### src/design/cfgrd_pkg.sv
// constants, states and carriers of the configuration read responder
package cfgrd_pkg;

  localparam logic [7:0]  FUNC_READ_CFG  = 8'h14;
  localparam logic [7:0]  REF_TYPE       = 8'h06;
  localparam logic [7:0]  FILE_HI        = 8'h00;
  localparam logic [7:0]  FILE_VALUE     = 8'h03; // parameter_value entry
  localparam logic [7:0]  ADDR_HI        = 8'h00;
  localparam logic [7:0]  TAG_FLOAT_MIN  = 8'h01;
  localparam logic [7:0]  TAG_FLOAT_MAX  = 8'h7D;
  localparam logic [7:0]  TAG_INT_MIN    = 8'h80;
  localparam logic [7:0]  REG_CNT_HI     = 8'h00;
  localparam logic [7:0]  REG_CNT_INT    = 8'h01;
  localparam logic [7:0]  REG_CNT_FLOAT  = 8'h02;
  localparam logic [7:0]  SUB_CNT_FLOAT  = 8'h05;
  localparam logic [7:0]  SUB_CNT_INT    = 8'h03;
  localparam logic [7:0]  SUB_LEN_FLOAT  = 8'h06;
  localparam logic [7:0]  SUB_LEN_INT    = 8'h04;
  localparam logic [7:0]  BCNT_NONE      = 8'h00;
  localparam logic [7:0]  REM_LAST       = 8'h01;

  localparam int          MAX_ITEMS      = 8;
  localparam int          ITEM_W         = 4;
  localparam logic [7:0]  MAX_REQ_BCNT   = 8'h38; // seven bytes per item

  // byte positions within an item sub-request
  localparam logic [2:0]  IB_REF         = 3'h0;
  localparam logic [2:0]  IB_FILE_HI     = 3'h1;
  localparam logic [2:0]  IB_FILE_LO     = 3'h2;
  localparam logic [2:0]  IB_ADDR_HI     = 3'h3;
  localparam logic [2:0]  IB_TAG         = 3'h4;
  localparam logic [2:0]  IB_CNT_HI      = 3'h5;
  localparam logic [2:0]  IB_CNT_LO      = 3'h6;
  // byte positions within the response header, a sub response and the checksum
  localparam logic [2:0]  HB_ADDR        = 3'h0;
  localparam logic [2:0]  HB_FUNC        = 3'h1;
  localparam logic [2:0]  HB_BCNT        = 3'h2;
  localparam logic [2:0]  SB_CNT         = 3'h0;
  localparam logic [2:0]  SB_REF         = 3'h1;
  localparam logic [2:0]  SB_LAST_INT    = 3'h3;
  localparam logic [2:0]  SB_LAST_FLOAT  = 3'h5;
  localparam logic [2:0]  CB_LO          = 3'h0;
  localparam logic [2:0]  CB_HI          = 3'h1;
  localparam logic [2:0]  IDX_ZERO       = 3'h0;
  localparam logic [2:0]  IDX_ONE        = 3'h1;

  localparam logic [15:0] CRC_INIT       = 16'hFFFF;
  localparam logic [15:0] CRC_POLY       = 16'hA001;
  localparam logic [15:0] INT_PAD        = 16'h0000;

  typedef enum logic [11:0] {
    ST_ADDR  = 12'h001,
    ST_FUNC  = 12'h002,
    ST_BCNT  = 12'h004,
    ST_ITEM  = 12'h008,
    ST_CRCL  = 12'h010,
    ST_CRCH  = 12'h020,
    ST_WAIT  = 12'h040,
    ST_DROP  = 12'h080,
    ST_HDR   = 12'h100,
    ST_FETCH = 12'h200,
    ST_SUB   = 12'h400,
    ST_TXCRC = 12'h800
  } cfgrd_state_e;

  typedef struct packed {
    logic       is_float;
    logic [7:0] tag;
  } cfgrd_item_s;

  typedef struct packed {
    logic       valid;
    logic [7:0] data;
  } cfgrd_byte_s;

  function automatic logic tag_is_float(input logic [7:0] t);
    return (t >= TAG_FLOAT_MIN) && (t <= TAG_FLOAT_MAX);
  endfunction : tag_is_float

  function automatic logic tag_is_int(input logic [7:0] t);
    return t >= TAG_INT_MIN;
  endfunction : tag_is_int

endpackage : cfgrd_pkg

### src/design/cfgrd_crc16.sv
// running crc16 over a byte stream, low byte sent first
`timescale 1ns/1ps
module cfgrd_crc16
  import cfgrd_pkg::*;
(
  input  wire logic        sys_clk,
  input  wire logic        rst_n,
  input  wire logic        init,
  input  wire logic        en,
  input  wire logic [7:0]  data,
  output logic      [15:0] crc_q
);

  function automatic logic [15:0] crc_step(input logic [15:0] c,
                                           input logic [7:0]  d);
    logic [15:0] r;
    r = c ^ {8'h00, d};
    for (int i = 0; i < 8; i++) begin
      r = r[0] ? ((r >> 1) ^ CRC_POLY) : (r >> 1);
    end
    return r;
  endfunction : crc_step

  // init with en restarts the sum on the first byte of a message
  always_ff @(posedge sys_clk or negedge rst_n) begin
    if (!rst_n) begin
      crc_q <= CRC_INIT;
    end else if (en) begin
      crc_q <= crc_step(init ? CRC_INIT : crc_q, data);
    end else if (init) begin
      crc_q <= CRC_INIT;
    end
  end

endmodule : cfgrd_crc16

### src/design/cfgrd_responder.sv
// read-configuration-reference request parser and response generator
`timescale 1ns/1ps
module cfgrd_responder
  import cfgrd_pkg::*;
(
  input  wire logic        sys_clk,
  input  wire logic        rst_n,
  input  wire logic [7:0]  dev_addr,
  input  wire logic        rx_valid,
  input  wire logic [7:0]  rx_data,
  input  wire logic        rx_frame_end,
  output logic             tx_valid_q,
  output logic      [7:0]  tx_data_q,
  input  wire logic        tx_ready,
  output logic      [7:0]  param_tag_q,
  input  wire logic [31:0] param_value,
  output logic             resp_active_q
);

  cfgrd_state_e            state_q;
  logic        [2:0]       idx_q;
  logic        [ITEM_W-1:0] item_q;
  logic        [ITEM_W-1:0] nitems_q;
  logic        [7:0]       rem_q;
  logic        [7:0]       resp_bcnt_q;
  logic        [31:0]      val_q;
  cfgrd_item_s             items_q [MAX_ITEMS];
  cfgrd_item_s             cur_item;
  cfgrd_byte_s             tx_byte;
  logic        [15:0]      rx_crc;
  logic        [15:0]      tx_crc;
  logic                    item_byte_ok;
  logic                    rx_state;
  logic                    can_load;
  logic                    load;
  logic        [2:0]       sub_last;

  assign cur_item = items_q[item_q[ITEM_W-2:0]];
  assign rx_state = state_q inside {ST_FUNC, ST_BCNT, ST_ITEM,
                                    ST_CRCL, ST_CRCH};
  assign can_load = !tx_valid_q || tx_ready;
  assign load     = can_load && tx_byte.valid;
  assign sub_last = cur_item.is_float ? SB_LAST_FLOAT : SB_LAST_INT;

  // field checks for one byte of an item sub-request
  always_comb begin
    case (idx_q)
      IB_REF:     item_byte_ok = rx_data == REF_TYPE;
      IB_FILE_HI: item_byte_ok = rx_data == FILE_HI;
      IB_FILE_LO: item_byte_ok = rx_data == FILE_VALUE;
      IB_ADDR_HI: item_byte_ok = rx_data == ADDR_HI;
      IB_TAG:     item_byte_ok = tag_is_float(rx_data)
                               || tag_is_int(rx_data);
      IB_CNT_HI:  item_byte_ok = rx_data == REG_CNT_HI;
      IB_CNT_LO:  item_byte_ok = rx_data == (cur_item.is_float
                               ? REG_CNT_FLOAT : REG_CNT_INT);
      default:    item_byte_ok = 1'b0;
    endcase
  end

  // byte offered to the link by the response states
  always_comb begin
    tx_byte = '{valid: 1'b0, data: 8'h00};
    case (state_q)
      ST_HDR: begin
        tx_byte.valid = 1'b1;
        case (idx_q)
          HB_ADDR: tx_byte.data = dev_addr;
          HB_FUNC: tx_byte.data = FUNC_READ_CFG;
          default: tx_byte.data = resp_bcnt_q;
        endcase
      end
      ST_SUB: begin
        tx_byte.valid = 1'b1;
        case (idx_q)
          SB_CNT:  tx_byte.data = cur_item.is_float
                                  ? SUB_CNT_FLOAT : SUB_CNT_INT;
          SB_REF:  tx_byte.data = REF_TYPE;
          default: tx_byte.data = val_q[31:24];
        endcase
      end
      ST_TXCRC: begin
        tx_byte.valid = 1'b1;
        tx_byte.data  = (idx_q == CB_LO) ? tx_crc[7:0]
                                         : tx_crc[15:8];
      end
      default: tx_byte = '{valid: 1'b0, data: 8'h00};
    endcase
  end

  // message sequencing; rx bytes are ignored while a response goes out
  always_ff @(posedge sys_clk or negedge rst_n) begin
    if (!rst_n) begin
      state_q <= ST_ADDR;
    end else if (rx_state && rx_frame_end && !rx_valid) begin
      state_q <= ST_ADDR;
    end else begin
      case (state_q)
        ST_ADDR: if (rx_valid) begin
          state_q <= (rx_data == dev_addr) ? ST_FUNC : ST_DROP;
        end
        ST_FUNC: if (rx_valid) begin
          state_q <= (rx_data == FUNC_READ_CFG) ? ST_BCNT : ST_DROP;
        end
        ST_BCNT: if (rx_valid) begin
          state_q <= (rx_data == BCNT_NONE || rx_data > MAX_REQ_BCNT)
                     ? ST_DROP : ST_ITEM;
        end
        ST_ITEM: if (rx_valid) begin
          if (!item_byte_ok) begin
            state_q <= ST_DROP;
          end else if (rem_q == REM_LAST) begin
            state_q <= (idx_q == IB_CNT_LO) ? ST_CRCL : ST_DROP;
          end
        end
        ST_CRCL: if (rx_valid) begin
          state_q <= (rx_data == rx_crc[7:0]) ? ST_CRCH : ST_DROP;
        end
        ST_CRCH: if (rx_valid) begin
          state_q <= (rx_data == rx_crc[15:8]) ? ST_WAIT : ST_DROP;
        end
        ST_WAIT: begin
          if (rx_valid) begin
            state_q <= ST_DROP;
          end else if (rx_frame_end) begin
            state_q <= ST_HDR;
          end
        end
        ST_DROP: if (rx_frame_end) begin
          state_q <= ST_ADDR;
        end
        ST_HDR: if (load && idx_q == HB_BCNT) begin
          state_q <= ST_FETCH;
        end
        ST_FETCH: if (idx_q == IDX_ONE) begin
          state_q <= ST_SUB;
        end
        ST_SUB: if (load && idx_q == sub_last) begin
          state_q <= (item_q == nitems_q - 1'b1) ? ST_TXCRC : ST_FETCH;
        end
        ST_TXCRC: if (load && idx_q == CB_HI) begin
          state_q <= ST_ADDR;
        end
        default: state_q <= ST_ADDR;
      endcase
    end
  end

  // byte index within item, header, sub response or checksum
  always_ff @(posedge sys_clk or negedge rst_n) begin
    if (!rst_n) begin
      idx_q <= IDX_ZERO;
    end else begin
      case (state_q)
        ST_BCNT:  idx_q <= IDX_ZERO;
        ST_ITEM:  if (rx_valid) begin
          idx_q <= (idx_q == IB_CNT_LO) ? IDX_ZERO : idx_q + IDX_ONE;
        end
        ST_WAIT:  idx_q <= IDX_ZERO;
        ST_HDR:   if (load) begin
          idx_q <= (idx_q == HB_BCNT) ? IDX_ZERO : idx_q + IDX_ONE;
        end
        ST_FETCH: idx_q <= (idx_q == IDX_ONE) ? IDX_ZERO : IDX_ONE;
        ST_SUB:   if (load) begin
          idx_q <= (idx_q == sub_last) ? IDX_ZERO : idx_q + IDX_ONE;
        end
        ST_TXCRC: if (load) begin
          idx_q <= (idx_q == CB_HI) ? IDX_ZERO : idx_q + IDX_ONE;
        end
        default:  idx_q <= IDX_ZERO;
      endcase
    end
  end

  // request bookkeeping: remaining bytes, item list, response length
  always_ff @(posedge sys_clk or negedge rst_n) begin
    if (!rst_n) begin
      item_q      <= '0;
      nitems_q    <= '0;
      rem_q       <= BCNT_NONE;
      resp_bcnt_q <= BCNT_NONE;
      for (int i = 0; i < MAX_ITEMS; i++) begin
        items_q[i] <= '0;
      end
    end else begin
      if (state_q == ST_BCNT && rx_valid) begin
        rem_q       <= rx_data;
        item_q      <= '0;
        resp_bcnt_q <= BCNT_NONE;
      end
      if (state_q == ST_ITEM && rx_valid) begin
        rem_q <= rem_q - REM_LAST;
        if (idx_q == IB_TAG) begin
          items_q[item_q[ITEM_W-2:0]] <=
            '{is_float: tag_is_float(rx_data),
              tag:      rx_data};
        end
        if (idx_q == IB_CNT_LO) begin
          item_q      <= item_q + 1'b1;
          resp_bcnt_q <= resp_bcnt_q + (cur_item.is_float
                         ? SUB_LEN_FLOAT : SUB_LEN_INT);
        end
      end
      if (state_q == ST_WAIT && rx_frame_end && !rx_valid) begin
        nitems_q <= item_q;
        item_q   <= '0;
      end
      if (state_q == ST_SUB && load && idx_q == sub_last) begin
        item_q <= item_q + 1'b1;
      end
    end
  end

  // value lookup: tag stands one full cycle before the value is taken
  always_ff @(posedge sys_clk or negedge rst_n) begin
    if (!rst_n) begin
      param_tag_q <= 8'h00;
      val_q       <= 32'h0000_0000;
    end else begin
      // the tag moves only when a value is wanted, never while receiving
      if (state_q == ST_FETCH && idx_q == IDX_ZERO) begin
        param_tag_q <= cur_item.tag;
      end
      if (state_q == ST_FETCH && idx_q == IDX_ONE) begin
        val_q <= cur_item.is_float ? param_value
                 : {param_value[15:0], INT_PAD};
      end else if (state_q == ST_SUB && load && idx_q > SB_REF) begin
        val_q <= {val_q[23:0], 8'h00};
      end
    end
  end

  // output byte register with ready back-pressure
  always_ff @(posedge sys_clk or negedge rst_n) begin
    if (!rst_n) begin
      tx_valid_q    <= 1'b0;
      tx_data_q     <= 8'h00;
      resp_active_q <= 1'b0;
    end else begin
      if (load) begin
        tx_valid_q <= 1'b1;
        tx_data_q  <= tx_byte.data;
      end else if (tx_ready) begin
        tx_valid_q <= 1'b0;
      end
      // stays up until a stalling host has taken the last byte
      resp_active_q <= (state_q inside {ST_HDR, ST_FETCH, ST_SUB, ST_TXCRC})
                       || (tx_valid_q && !tx_ready);
    end
  end

  // checksum over the received message, checksum bytes excluded
  cfgrd_crc16 u_rx_crc (
    .sys_clk (sys_clk),
    .rst_n   (rst_n),
    .init    (state_q == ST_ADDR),
    .en      (rx_valid && (state_q == ST_ADDR || state_q == ST_FUNC ||
              state_q == ST_BCNT || state_q == ST_ITEM)),
    .data    (rx_data),
    .crc_q   (rx_crc)
  );

  // checksum over the response, restarted by the address byte
  cfgrd_crc16 u_tx_crc (
    .sys_clk (sys_clk),
    .rst_n   (rst_n),
    .init    (state_q == ST_HDR && idx_q == HB_ADDR),
    .en      (load && (state_q == ST_HDR || state_q == ST_SUB)),
    .data    (tx_byte.data),
    .crc_q   (tx_crc)
  );

endmodule : cfgrd_responder

### config.mk
export PLATFORM = sky130hd
export DESIGN_NAME = cfgrd_responder
export DESIGN_NICKNAME = d
export VERILOG_FILES = /design/src/design/cfgrd_pkg.sv /design/src/design/cfgrd_crc16.sv /design/src/design/cfgrd_responder.sv
export SDC_FILE = /design/constraint.sdc
export NUM_CORES = 1
export LEC_CHECK = 0
export BUFFER_PORTS_ARGS = -buffer_cell sky130_fd_sc_hd__clkbuf_2
export CORE_MARGIN = 5
export CORE_UTILIZATION = 61
export DETAILED_ROUTE_END_ITERATION = 16
export PLACE_DENSITY = 0.77
export SLEW_MARGIN = 15
export SYNTH_ARGS = -nofsm -noshare
export SYNTH_HDL_FRONTEND = slang
export SYNTH_SLANG_ARGS = --single-unit
### constraint.sdc
create_clock -name sys_clk -period 4.9 [get_ports sys_clk]
set_input_delay 0.735 -clock sys_clk [delete_from_list [all_inputs] [get_ports sys_clk]]
set_output_delay 0.735 -clock sys_clk [all_outputs]
set_load 0.01 [all_outputs]
==> qor.log, run 1 <==
INFO  detailed_routing route.vias.total=9,096
INFO  power_and_ir_drop comb_power_share=17.7%
INFO  clock_network  cts.path.max_buffers=2
INFO  clock_network  cts_resized=0
INFO  detailed_routing wl_per_instance=19.3um
INFO  synth          synth-seq-area-share=44.0%
INFO  worst_setup_path crit_path_start_kind=register
INFO  floorplanning  dieHeight=145um
INFO  floorplanning  dieArea=21,000um2
INFO  worst_setup_path r2r_start=idx_q[1]
INFO  power_and_ir_drop report.power.total=3890uW
INFO  sta            period_minus_slack=3.89ns
INFO  detailed_routing finalWirelength=28,100um
INFO  power_and_ir_drop vdd_ir_drop_max=0.266mV
INFO  sta            period_share=79.3%
INFO  sta            worstMarginPinSlew=1.05ns
INFO  flow_run       cap_viol_max_count=0
INFO  clock_network  clock_root_cell=sky130_fd_sc_hd__clkbuf_16
INFO  power_and_ir_drop netSwitchingFraction=31.6%
INFO  sta            setup_violations=0
INFO  placed_design  dp.final_hpwl=19,200um
INFO  floorplanning  die_x=145um
INFO  synth          yosysWarnings=0
INFO  clock_network  clock_tree.htree_level_count=4
INFO  final_layout   final_core_utilization=68.0%
INFO  detailed_routing drt_pre_antenna_iters=5
INFO  power_and_ir_drop p_seq_share=45.4%
INFO  global_routing first_global_vias=8,919
INFO  synth          synthFlopType=sky130_fd_sc_hd__dfrtp_1
INFO  clock_network  cts.reportedPaths.clkPinSlew=0.08ns
INFO  worst_setup_path setup.worst_path.class=register to register
INFO  worst_setup_path crit_fanout=14
INFO  final_layout   final.fill_count=1,406
INFO  sta            timing.fmax=0.257GHz
INFO  global_routing grt_pass1_wl=45,900um
INFO  sta            timing.slew.headroom=30.0%
INFO  synth          async_flop_share=100%
INFO  sta            hold_viol_final=0
INFO  sta            setup_tns=0ns
INFO  sta            rsz0062_at_grt=no
INFO  final_layout   antenna_cells=0
INFO  floorplanning  num_rows=49
INFO  worst_setup_path worstSetupEndpointType=register
INFO  final_layout   multiInputGateArea=5820um2
INFO  synth          synthCells=1,189
INFO  hold_path      min_path_type=input pin to async pin
INFO  final_layout   syn_to_final_growth=9.87%
INFO  synth          yosys_register_bits=193
INFO  clock_network  cts_sinks=193
INFO  power_and_ir_drop internal_power=2670uW
INFO  worst_setup_path worstReg2RegEnd=u_tx_crc.crc_q[0]
INFO  clock_network  cts_post_setup_buffers_inserted=0
INFO  final_layout   number_of_nets_at_the_end_of_the_flow=1,274
INFO  floorplanning  ios=71
INFO  floorplanning  core-area=17,900um2
INFO  synth          avgSynthCellArea=9.32um2
INFO  synth          post_synth_instance_area=11,100um2
INFO  sta            finalClockSkew=0.0123ns
INFO  detailed_routing ant_nets=0
INFO  global_routing globalRoute.totalOverflow=0
INFO  detailed_routing avgViaCountPerCell=6.26
INFO  clock_network  cts_hold_repair.buffers=0
INFO  worst_setup_path ff2ff_path_depth=11
INFO  status         outcome=finished clean
INFO  sta            finalHoldWorstSlack=0.359ns
INFO  power_and_ir_drop powerDensity=320nW/um2
INFO  power_and_ir_drop p_leak=0.00532uW
INFO  synth          syn-num-nets=1,252
INFO  clock_network  tritoncts=done
INFO  clock_network  cts_inserted_buffers=17
INFO  global_routing largest_net_degree_at_the_start_of_global_routing=100
INFO  worst_setup_path reg2reg_setup_slack=1.01ns
INFO  final_layout   post_route_cells_drive_above_1_share=22.1%
INFO  detailed_routing drt_drc_violations_left=0
INFO  global_routing grt.total_usage=27.7%
INFO  placed_design  place.port_buffers=70
INFO  worst_setup_path timing.critical_path.required=5.29ns
INFO  synth          synth-edff-count=0
INFO  global_routing antenna_found_initial=0
INFO  power_and_ir_drop power_switching=1230uW
INFO  clock_network  clk-insertion-delay-late=0.46ns
INFO  placed_design  place_congestion=0.887
INFO  final_layout   layout.area.seq=4870um2
INFO  detailed_routing initialDrtViolationCount=777
INFO  synth          yosys.cell_types.count=68
INFO  worst_setup_path arrival_time_reported_for_the_critical_path_endpoint=4.28ns
INFO  sta            final_max_slew_viol_count=0
INFO  floorplanning  initial_core_util=61.9%
INFO  power_and_ir_drop power.clock.fraction=36.8%
==> worst max-delay path, cell delays in order, from the launching register on <==
cell and delay [ns]:
sky130_fd_sc_hd__dfrtp_1 0.49, sky130_fd_sc_hd__inv_1 0.15, sky130_fd_sc_hd__ha_1 0.47, sky130_fd_sc_hd__nand2b_1 0.46
sky130_fd_sc_hd__nor3_2 0.66, sky130_fd_sc_hd__nor2_1 0.15, sky130_fd_sc_hd__xnor2_1 0.25, sky130_fd_sc_hd__xnor3_2 0.48
sky130_fd_sc_hd__xnor2_2 0.16, sky130_fd_sc_hd__xnor2_1 0.25, sky130_fd_sc_hd__xnor2_1 0.15, sky130_fd_sc_hd__o22a_1 0.15
==> registers in the layout, summed over array words and instances, names as in the netlist <==
| register | count |
|---|---|
| items_q | 72 |
| resp_bcnt_q | 8 |
| tx_valid_q | 1 |
| val_q | 32 |
| idx_q | 3 |
| resp_active_q | 1 |
| state_q | 12 |
| rem_q | 8 |
| u_tx_crc.crc_q | 16 |
| u_rx_crc.crc_q | 16 |
| param_tag_q | 8 |
| item_q | 4 |
| nitems_q | 4 |
| tx_data_q | 8 |
==> cell usage after synthesis (18+ instances only) <==
cell,n,area [um2]
sky130_fd_sc_hd__dfrtp_1,160,4000
sky130_fd_sc_hd__nand2_1,155,582
sky130_fd_sc_hd__nor2_1,101,379
sky130_fd_sc_hd__mux2_2,95,1070
sky130_fd_sc_hd__o21ai_0,80,400
sky130_fd_sc_hd__a21oi_1,65,325
sky130_fd_sc_hd__clkbuf_1,65,244
sky130_fd_sc_hd__xnor2_1,62,543
sky130_fd_sc_hd__nand3_1,41,205
sky130_fd_sc_hd__a31oi_1,38,238
sky130_fd_sc_hd__dfstp_2,33,867
sky130_fd_sc_hd__nor3_1,28,140
sky130_fd_sc_hd__mux2i_1,23,230
sky130_fd_sc_hd__xor2_1,22,193
sky130_fd_sc_hd__inv_1,18,67.6
==> metrics by stage <==
step | area, um2 | std cells | setup WS (ns)
detailed placement | 11600 | 1421 | 1.08
global placement | 11600 | 1421 | 1.17
CTS | 12200 | 1453 | 1.07
finish | 12200 | 1453 | 1.01
floorplan | 11100 | 1189 | 1.69
global route | 12200 | 1453 | 0.634
==> power groups by stage <==
stage	clock [uW]	combinational, uW	sequential [uW]
after global placement	0	675	1790
after detailed placement	0	682	1800
after floorplan	0	513	1770
final	1430	691	1770
after CTS	1460	687	1770
after global routing	1520	766	1780
==> cell usage in the layout, fill, tap and decap left out, types with 7 or more instances in the layout <==
cell type / count
sky130_fd_sc_hd__nand3_1: 40
sky130_fd_sc_hd__clkbuf_16: 17
sky130_fd_sc_hd__clkbuf_2: 69
sky130_fd_sc_hd__buf_4: 17
sky130_fd_sc_hd__nor4_1: 10
sky130_fd_sc_hd__xnor2_1: 62
sky130_fd_sc_hd__a21oi_1: 65
sky130_fd_sc_hd__xor2_1: 22
sky130_fd_sc_hd__nor3_1: 27
sky130_fd_sc_hd__mux2_2: 95
sky130_fd_sc_hd__mux2i_1: 23
sky130_fd_sc_hd__nor2_1: 101
sky130_fd_sc_hd__nand2b_1: 8
sky130_fd_sc_hd__a22oi_1: 7
sky130_fd_sc_hd__ha_1: 10
sky130_fd_sc_hd__o22ai_1: 11
sky130_fd_sc_hd__inv_1: 18
sky130_fd_sc_hd__nand2_1: 155
sky130_fd_sc_hd__dfrtp_1: 160
sky130_fd_sc_hd__o21ai_0: 80
sky130_fd_sc_hd__nand4_1: 10
sky130_fd_sc_hd__a31oi_1: 38
sky130_fd_sc_hd__or3_1: 8
sky130_fd_sc_hd__dfstp_2: 33
sky130_fd_sc_hd__o21a_1: 10
sky130_fd_sc_hd__and3_1: 9
==> worst max-delay path by stage <==
| stage | from | endpoint | slack (ns) | cells after the start |
|---|---|---|---|---|
| 6_report | idx_q[1] | u_tx_crc.crc_q[0] | 1.01 | 11 |
| 5_1_grt | idx_q[1] | u_tx_crc.crc_q[0] | 0.63 | 11 |
| 4_1_cts | idx_q[1] | u_tx_crc.crc_q[0] | 1.07 | 11 |
| 3_5_place_dp | idx_q[1] | u_tx_crc.crc_q[0] | 1.08 | 13 |
| 3_3_place_gp | idx_q[1] | u_tx_crc.crc_q[0] | 1.17 | 13 |
| 2_1_floorplan | idx_q[1] | u_tx_crc.crc_q[0] | 1.69 | 15 |
==> metal layers <==
layer | global-route usage [%] | share of wire [%] | vias to the layer above
met5 | 0 | 0 | -
met4 | 10.1 | 2.6 | 0
met3 | 4.73 | 6.4 | 65
met2 | 43.8 | 47 | 312
met1 | 38.7 | 44 | 4469
li1 | - | - | 4250
==> logic make-up after synthesis <==
family,share of synthesized area [%]
buffers and inverters,3.66
and+or+nand+nor,17.2
AOI/OAI and AO/OA,14.8
xor gates and xnor gates,7.15
muxes,12.1
DFF,44.0
adders and majority gates,1.13
==> area by class of cell <==
class / instances / share of cell area, %
clock buffer: 17 / 3.49
clock inverter: 15 / 1.61
inverter: 18 / 0.555
multi-input combinational: 893 / 47.8
sequential: 193 / 40.0
tap: 229 / 2.35
timing repair buffer: 88 / 4.16
No activity file was read; power rests on OpenSTA's default activity.
==> inputs of run 2 (changes only) <==
CORE_UTILIZATION = 56   (was 61)
PLACE_DENSITY = 0.74   (was 0.77)
clock period = 3.2 ns   (was 4.9 ns; I/O delays follow)
==> qor.log, run 2 (synthesis results as in run 1) <==
INFO  sta            finalHoldWorstSlack=0.0432ns [was 0.359 ns]
INFO  worst_setup_path timing.critical_path.slowest_stage_cell=sky130_fd_sc_hd__or4_1 [was sky130_fd_sc_hd__nor3_2]
INFO  worst_setup_path timing.critical_path.cells=or4_1 > nor2_4 > buf_4 > nand2_1 > o211ai_1 > xnor2_1 > xnor3_2 > xnor2_4 > xnor2_2 > xnor2_1 > o22a_1 [was inv_1 > ha_1 > nand2b_1 > nor3_2 > nor2_1 > xnor2_1 > xnor3_2 > xnor2_2 > xnor2_1 > xnor2_1 > o22a_1]
INFO  detailed_routing detail_route.wirelength.met1=12,600um [was 12,400 um]
INFO  final_layout   antenna_cells=0 [unchanged]
INFO  detailed_routing ant_nets=0 [unchanged]
INFO  worst_setup_path setup.worst_path.class=register to register [unchanged]
INFO  worst_setup_path crit_fanout=7 [was 14]
INFO  placed_design  dp.final_hpwl=20,800um [was 19,200 um]
INFO  worst_setup_path timing.critical_path.required=3.57ns [was 5.29 ns]
INFO  sta            timing.fmax=0.312GHz [was 0.257 GHz]
INFO  clock_network  cts_inserted_buffers=17 [unchanged]
INFO  final_layout   post_route_cells_drive_above_1_share=28.9% [was 22.1%]
INFO  final_layout   syn_to_final_growth=18.4% [was 9.87%]
INFO  floorplanning  dieHeight=151um [was 145 um]
INFO  power_and_ir_drop p_leak=0.00583uW [was 0.00532 uW]
INFO  sta            finalClockSkew=0.0139ns [was 0.0123 ns]
INFO  final_layout   layout.area.seq=4870um2 [about the same]
INFO  floorplanning  num_rows=51 [was 49]
INFO  global_routing antenna_found_initial=0 [unchanged]
INFO  global_routing grt.total_usage=26.0% [was 27.7%]
INFO  detailed_routing initialDrtViolationCount=791 [was 777]
INFO  final_layout   biggestRegsByFlops=items_q (72), val_q (32) [unchanged]
INFO  sta            setup_tns=-0.000334ns [was 0 ns]
INFO  global_routing globalRoute.totalOverflow=0 [unchanged]
INFO  worst_setup_path critical_path.most_common_cell=sky130_fd_sc_hd__xnor2_1 [unchanged]
INFO  worst_setup_path arrival_time_reported_for_the_critical_path_endpoint=3.57ns [was 4.28 ns]
INFO  sta            period_minus_slack=3.20ns [was 3.89 ns]
INFO  hold_path      min_path_type=input pin to async pin [unchanged]
INFO  worst_setup_path crit_path_max_delay_family=XOR/XNOR gates [unchanged]
INFO  clock_network  cts.reportedPaths.clkPinSlew=0.08ns [about the same]
INFO  clock_network  clock_tree.htree_level_count=4 [unchanged]
INFO  floorplanning  dieArea=22,700um2 [was 21,000 um2]
INFO  status         failing_checks=negative setup slack
INFO  final_layout   largest_reg_flops=72 [unchanged]
INFO  final_layout   final_core_utilization=67.4% [was 68.0%]
INFO  worst_setup_path critPathBufInv=1 [unchanged]
INFO  final_layout   final.fill_count=1,524 [was 1,406]
INFO  final_layout   mostFrequentLayoutCells=sky130_fd_sc_hd__dfrtp_1 (158), sky130_fd_sc_hd__nand2_1 (155), sky130_fd_sc_hd__nor2_1 (98) [was sky130_fd_sc_hd__dfrtp_1 (160), sky130_fd_sc_hd__nand2_1 (155), sky130_fd_sc_hd__nor2_1 (101)]
INFO  detailed_routing met2_wirelength=14,500um [was 13,200 um]
INFO  power_and_ir_drop report.power.total=6140uW [was 3890 uW]
INFO  global_routing largest_net_degree_at_the_start_of_global_routing=86 [was 100]
INFO  sta            period_share=100% [was 79.3%]
INFO  detailed_routing drt_pre_antenna_iters=5 [unchanged]
INFO  detailed_routing wl_per_instance=18.8um [was 19.3 um]
INFO  floorplanning  die_x=151um [was 145 um]
INFO  placed_design  place_congestion=0.960 [was 0.887]
INFO  clock_network  clock_root_cell=sky130_fd_sc_hd__clkbuf_16 [unchanged]
INFO  floorplanning  core-area=19,500um2 [was 17,900 um2]
INFO  detailed_routing wl_met3=1760um [was 1790 um]
INFO  sta            setup_violations=1 [was 0]
INFO  floorplanning  ios=71 [unchanged]
INFO  placed_design  place.port_buffers=70 [unchanged]
INFO  power_and_ir_drop vdd_ir_drop_max=0.329mV [was 0.266 mV]
INFO  worst_setup_path worst_path_largest_cell_delay=0.69ns [was 0.66 ns]
INFO  sta            final_max_slew_viol_count=0 [unchanged]
INFO  sta            timing.slew.headroom=47.7% [was 30.0%]
INFO  detailed_routing route.vias.total=9,499 [was 9,096]
INFO  global_routing grt_pass1_wl=47,000um [was 45,900 um]
INFO  final_layout   number_of_nets_at_the_end_of_the_flow=1,357 [was 1,274]
INFO  status         outcome=complete, but fails checks [was finished clean]
INFO  final_layout   multiInputGateArea=5980um2 [was 5820 um2]
INFO  detailed_routing maxUsedRoutingLayer=met4 [unchanged]
INFO  power_and_ir_drop powerDensity=468nW/um2 [was 320 nW/um2]
INFO  clock_network  tritoncts=done [unchanged]
INFO  sta            worstMarginPinSlew=0.778ns [was 1.05 ns]
INFO  sta            hold_viol_final=0 [unchanged]
INFO  floorplanning  initial_core_util=56.9% [was 61.9%]
INFO  clock_network  cts.path.max_buffers=2 [unchanged]
INFO  detailed_routing avgViaCountPerCell=6.04 [was 6.26]
INFO  sta            rsz0062_at_grt=yes [was no]
INFO  final_layout   final_cell_area=13,100um2 [was 12,200 um2]
INFO  detailed_routing drt_drc_violations_left=0 [unchanged]
INFO  worst_setup_path worstSetupEndpointType=register [unchanged]
INFO  detailed_routing finalWirelength=29,600um [was 28,100 um]
INFO  worst_setup_path crit_path_start_kind=register [unchanged]
INFO  global_routing first_global_vias=9,229 [was 8,919]
INFO  flow_run       cap_viol_max_count=0 [unchanged]
INFO  final_layout   most_common_cell_after_layout_fill_and_taps_aside=sky130_fd_sc_hd__dfrtp_1 [unchanged]
INFO  clock_network  cts_sinks=193 [unchanged]
INFO  final_layout   largest-register=items_q [unchanged]
INFO  placed_design  detailed_place.area=12,200um2 [was 11,600 um2]
INFO  clock_network  clk-insertion-delay-late=0.44ns [was 0.46 ns]
INFO  sta            setup_ws=-0.000334ns [was 1.01 ns]
[run 2: cell types whose count changed in the layout (fill, tap and decap cells not counted), moves of 3 or more]
cell	change
sky130_fd_sc_hd__buf_4	+77
sky130_fd_sc_hd__clkbuf_16	+4
sky130_fd_sc_hd__inv_12	-3
sky130_fd_sc_hd__nor2_1	-3
sky130_fd_sc_hd__nor4_1	-3
sky130_fd_sc_hd__nor4_2	+3
[run 2: through the flow]
step	setup slack, ns	std cells
after floorplan	0.0503	1189
after global placement	0.125	1530
after detailed placement	-0.00494	1530
after CTS	0.00558	1563
after global routing	-0.0844	1572
final	-0.000334	1572
[run 2: worst paths after layout]
path	start	end	slack, ns	cells past startpoint
setup / recovery	state_q[6]	u_tx_crc.crc_q[0]	-0.0003	11
hold / removal	rst_n	val_q[6]	0.04	1
setup reg to reg	state_q[6]	u_tx_crc.crc_q[0]	-0.0003	11
hold reg to reg	items_q[35]	items_q[35]	0.48	2
max in group asynchronous	rst_n	u_rx_crc.crc_q[1]	2.26	2
min in group sys_clk	param_value[5]	val_q[5]	0.27	3
[run 2: final cells by class]
class	count	share of cell area (%)
clock buffers	17	3.24
flip-flops and latches	193	37.2
well taps	265	2.53
repair buffers	171	9.34
multi-input cells	893	45.6
inverters	18	0.515
clock inverters	15	1.60
[run 2: per-layer routing]
metal,vias up,GRT usage [%]
met2,314,43.8
met4,0,7.71
li1,4430,-
met1,4698,34.6
met3,57,4.49
met5,-,0
[run 2: timing repair]
item                                    in CTS  in global routing
setup buffers                                1                  6
endpoints found under the setup margin       1                 47
hold buffers                                 0                  0
pin swaps                                    1                  8
resized for setup                            1                 32
endpoints found under the hold margin        0                  0
cloned                                       0                  4
[run 2: report_power, final]
| group | internal [uW] | switching, uW | total, uW |
|---|---|---|---|
| sequential | 2590 | 100 | 2690 |
| clock | 1140 | 1070 | 2220 |
| combinational | 513 | 724 | 1240 |
==> inputs of run 3 (changes only) <==
CAP_MARGIN = 20   (was unset)
CORE_UTILIZATION = 57   (was 56)
CTS_BUF_LIST = sky130_fd_sc_hd__clkbuf_4   (was unset)
PLACE_DENSITY = 0.76   (was 0.74)
==> qor.log, run 3 (synthesis results as in run 1) <==
INFO  worst_setup_path timing.critical_path.slowest_stage_cell=sky130_fd_sc_hd__or4b_4 [was sky130_fd_sc_hd__or4_1]
INFO  clock_network  clock_tree.htree_level_count=4 [unchanged]
INFO  global_routing largest_net_degree_at_the_start_of_global_routing=74 [was 86]
INFO  sta            rsz0062_at_grt=yes [unchanged]
INFO  sta            final_max_slew_viol_count=0 [unchanged]
INFO  worst_setup_path worst_path_largest_cell_delay=0.58ns [was 0.69 ns]
INFO  power_and_ir_drop vdd_ir_drop_max=0.405mV [was 0.329 mV]
INFO  worst_setup_path worstSetupEndpointType=register [unchanged]
INFO  status         outcome=finished clean [was complete, but fails checks]
INFO  detailed_routing route.vias.total=9,374 [was 9,499]
INFO  placed_design  detailed_place.area=12,100um2 [was 12,200 um2]
INFO  detailed_routing initialDrtViolationCount=744 [was 791]
INFO  final_layout   post_route_cells_drive_above_1_share=28.5% [was 28.9%]
INFO  global_routing globalRoute.totalOverflow=0 [unchanged]
INFO  power_and_ir_drop p_leak=0.00562uW [was 0.00583 uW]
INFO  clock_network  clk-insertion-delay-late=0.62ns [was 0.44 ns]
INFO  sta            worstMarginPinSlew=0.770ns [was 0.778 ns]
INFO  final_layout   biggestRegsByFlops=items_q (72), val_q (32) [unchanged]
INFO  worst_setup_path critical_path.most_common_cell=sky130_fd_sc_hd__xnor2_2 [was sky130_fd_sc_hd__xnor2_1]
INFO  floorplanning  num_rows=51 [unchanged]
INFO  placed_design  place_congestion=0.975 [was 0.960]
INFO  sta            timing.fmax=0.317GHz [was 0.312 GHz]
INFO  sta            hold_viol_final=0 [unchanged]
INFO  sta            finalClockSkew=0.0460ns [was 0.0139 ns]
INFO  detailed_routing avgViaCountPerCell=5.99 [was 6.04]
INFO  sta            setup_tns=0ns [was -0.000334 ns]
INFO  detailed_routing finalWirelength=29,000um [was 29,600 um]
INFO  worst_setup_path crit_path_start_kind=register [unchanged]
INFO  detailed_routing wl_per_instance=18.6um [was 18.8 um]
INFO  final_layout   final_core_utilization=65.8% [was 67.4%]
INFO  sta            period_minus_slack=3.15ns [was 3.20 ns]
INFO  global_routing antenna_found_initial=1 [was 0]
INFO  sta            setup_ws=0.0499ns [was -0.000334 ns]
INFO  final_layout   number_of_nets_at_the_end_of_the_flow=1,348 [was 1,357]
INFO  final_layout   largest-register=items_q [unchanged]
INFO  hold_path      min_path_type=input pin to register [was input pin to async pin]
INFO  worst_setup_path reg2reg_setup_slack=0.05ns [was -0.0003 ns]
INFO  floorplanning  dieArea=22,300um2 [was 22,700 um2]
INFO  sta            period_share=98.4% [was 100%]
INFO  placed_design  dp.final_hpwl=20,700um [was 20,800 um]
INFO  floorplanning  ios=71 [unchanged]
INFO  floorplanning  initial_core_util=57.5% [was 56.9%]
INFO  detailed_routing drt_pre_antenna_iters=6 [was 5]
INFO  worst_setup_path ff2ff_path_depth=11 [unchanged]
INFO  placed_design  place.port_buffers=70 [unchanged]
INFO  global_routing first_global_vias=9,059 [was 9,229]
INFO  final_layout   final_cell_area=12,700um2 [was 13,100 um2]
INFO  final_layout   most_common_cell_after_layout_fill_and_taps_aside=sky130_fd_sc_hd__dfrtp_1 [unchanged]
INFO  final_layout   final.fill_count=1,549 [was 1,524]
INFO  detailed_routing drt_drc_violations_left=0 [unchanged]
INFO  final_layout   largest_reg_flops=72 [unchanged]
INFO  final_layout   syn_to_final_growth=14.5% [was 18.4%]
INFO  worst_setup_path crit_fanout=6 [was 7]
INFO  sta            finalHoldWorstSlack=0.0627ns [was 0.0432 ns]
INFO  hold_path      hold_depth=3
INFO  clock_network  cts.reportedPaths.clkPinSlew=0.20ns [was 0.08 ns]
INFO  worst_setup_path cp-endpoint=u_tx_crc.crc_q[0] [unchanged]
INFO  floorplanning  core-area=19,300um2 [was 19,500 um2]
INFO  worst_setup_path arrival_time_reported_for_the_critical_path_endpoint=3.72ns [was 3.57 ns]
INFO  worst_setup_path timing.critical_path.required=3.77ns [was 3.57 ns]
INFO  clock_network  clock_root_cell=sky130_fd_sc_hd__clkbuf_4 [was sky130_fd_sc_hd__clkbuf_16]
INFO  clock_network  cts.path.max_buffers=2 [unchanged]
INFO  final_layout   mostFrequentLayoutCells=sky130_fd_sc_hd__dfrtp_1 (157), sky130_fd_sc_hd__nand2_1 (154), sky130_fd_sc_hd__nor2_1 (100) [was sky130_fd_sc_hd__dfrtp_1 (158), sky130_fd_sc_hd__nand2_1 (155), sky130_fd_sc_hd__nor2_1 (98)]
INFO  detailed_routing ant_nets=0 [unchanged]
INFO  worst_setup_path critical_path.startpoint=state_q[11] [was state_q[6]]
INFO  sta            setup_violations=0 [was 1]
INFO  floorplanning  die_x=149um [was 151 um]
INFO  power_and_ir_drop powerDensity=423nW/um2 [was 468 nW/um2]
INFO  flow_run       cap_viol_max_count=0 [unchanged]
INFO  sta            timing.slew.headroom=48.2% [was 47.7%]
INFO  placed_design  pre_cts_ws=-0.0118ns [was -0.00494 ns]
INFO  clock_network  cts_inserted_buffers=17 [unchanged]
INFO  hold_path      timing.hold.worst.start=param_value[5]
INFO  clock_network  tritoncts=done [unchanged]
INFO  worst_setup_path timing.critical_path.cells=or4b_4 > nor4_4 > buf_4 > o21a_1 > o21ai_1 > xnor2_2 > xnor3_2 > xnor2_2 > xnor2_2 > xnor2_1 > o22a_1 [was or4_1 > nor2_4 > buf_4 > nand2_1 > o211ai_1 > xnor2_1 > xnor3_2 > xnor2_4 > xnor2_2 > xnor2_1 > o22a_1]
INFO  global_routing grt_pass1_wl=46,800um [was 47,000 um]
INFO  floorplanning  dieHeight=149um [was 151 um]
INFO  worst_setup_path worstReg2RegEnd=u_tx_crc.crc_q[0] [unchanged]
INFO  global_routing grt.total_usage=26.1% [was 26.0%]
INFO  worst_setup_path r2r_start=state_q[11] [was state_q[6]]
INFO  clock_network  cts_sinks=193 [unchanged]
INFO  worst_setup_path setup.worst_path.class=register to register [unchanged]
==> run 3: critical path: cells and delay by family (launching register included) <==
kind                   cells  cell delay (ns)
flip-flops                 1             0.48
AND/OR/NAND/NOR            2             0.93
buffers and inverters      1             0.17
XOR/XNOR                   5             1.16
AO/OA/AOI/OAI              3             0.38
==> run 3: repair_timing <==
action	4_1_cts	5_1_grt
setup endpoints to repair	1	46
resized for setup	1	30
buffers inserted	2	4
gates cloned	0	2
pin swaps	1	5
hold endpoints to repair	67	0
hold buffers	1	0
==> run 3: per-layer routing <==
metal	up-vias	GRT usage, %	share of wire, %	wire length [um]
met5	-	0	0	0
met2	337	42.3	48	13900
met1	4556	36.4	43	12600
li1	4413	-	-	-
met4	0	8.15	2.6	768
met3	68	4.24	6.2	1790
==> run 3: where the power goes <==
group          internal (uW)  total, uW  switching (uW)
Sequential              2590       2710             114
Combinational            522       1250             724
Clock                    389       1410            1020
Total                   3500       5370            1860
==> run 3: final cells by class <==
cell class                 instances  area [um2]  share of cell area [%]
multi-input combinational        893        5960                    47.0
sequential                       193        4870                    38.4
timing repair buffer             162        1120                    8.86
tap                              265         332                    2.61
clock inverter                    15         198                    1.56
clock buffer                      17         128                    1.01
inverter                          18        67.6                   0.533
antenna                            1        2.50                  0.0197
==> run 3: through the flow <==
step	instances	power [uW]
CTS	1557	5300
detailed placement	1522	3890
global placement	1522	3860
global route	1564	5610
floorplan	1189	3490
finish	1564	5370
==> run 3: worst min path at each step <==
stage                              to
after global placement    items_q[35]
after detailed placement  items_q[44]
after CTS                    val_q[5]
after floorplan              idx_q[0]
after global routing         val_q[5]
final                        val_q[5]
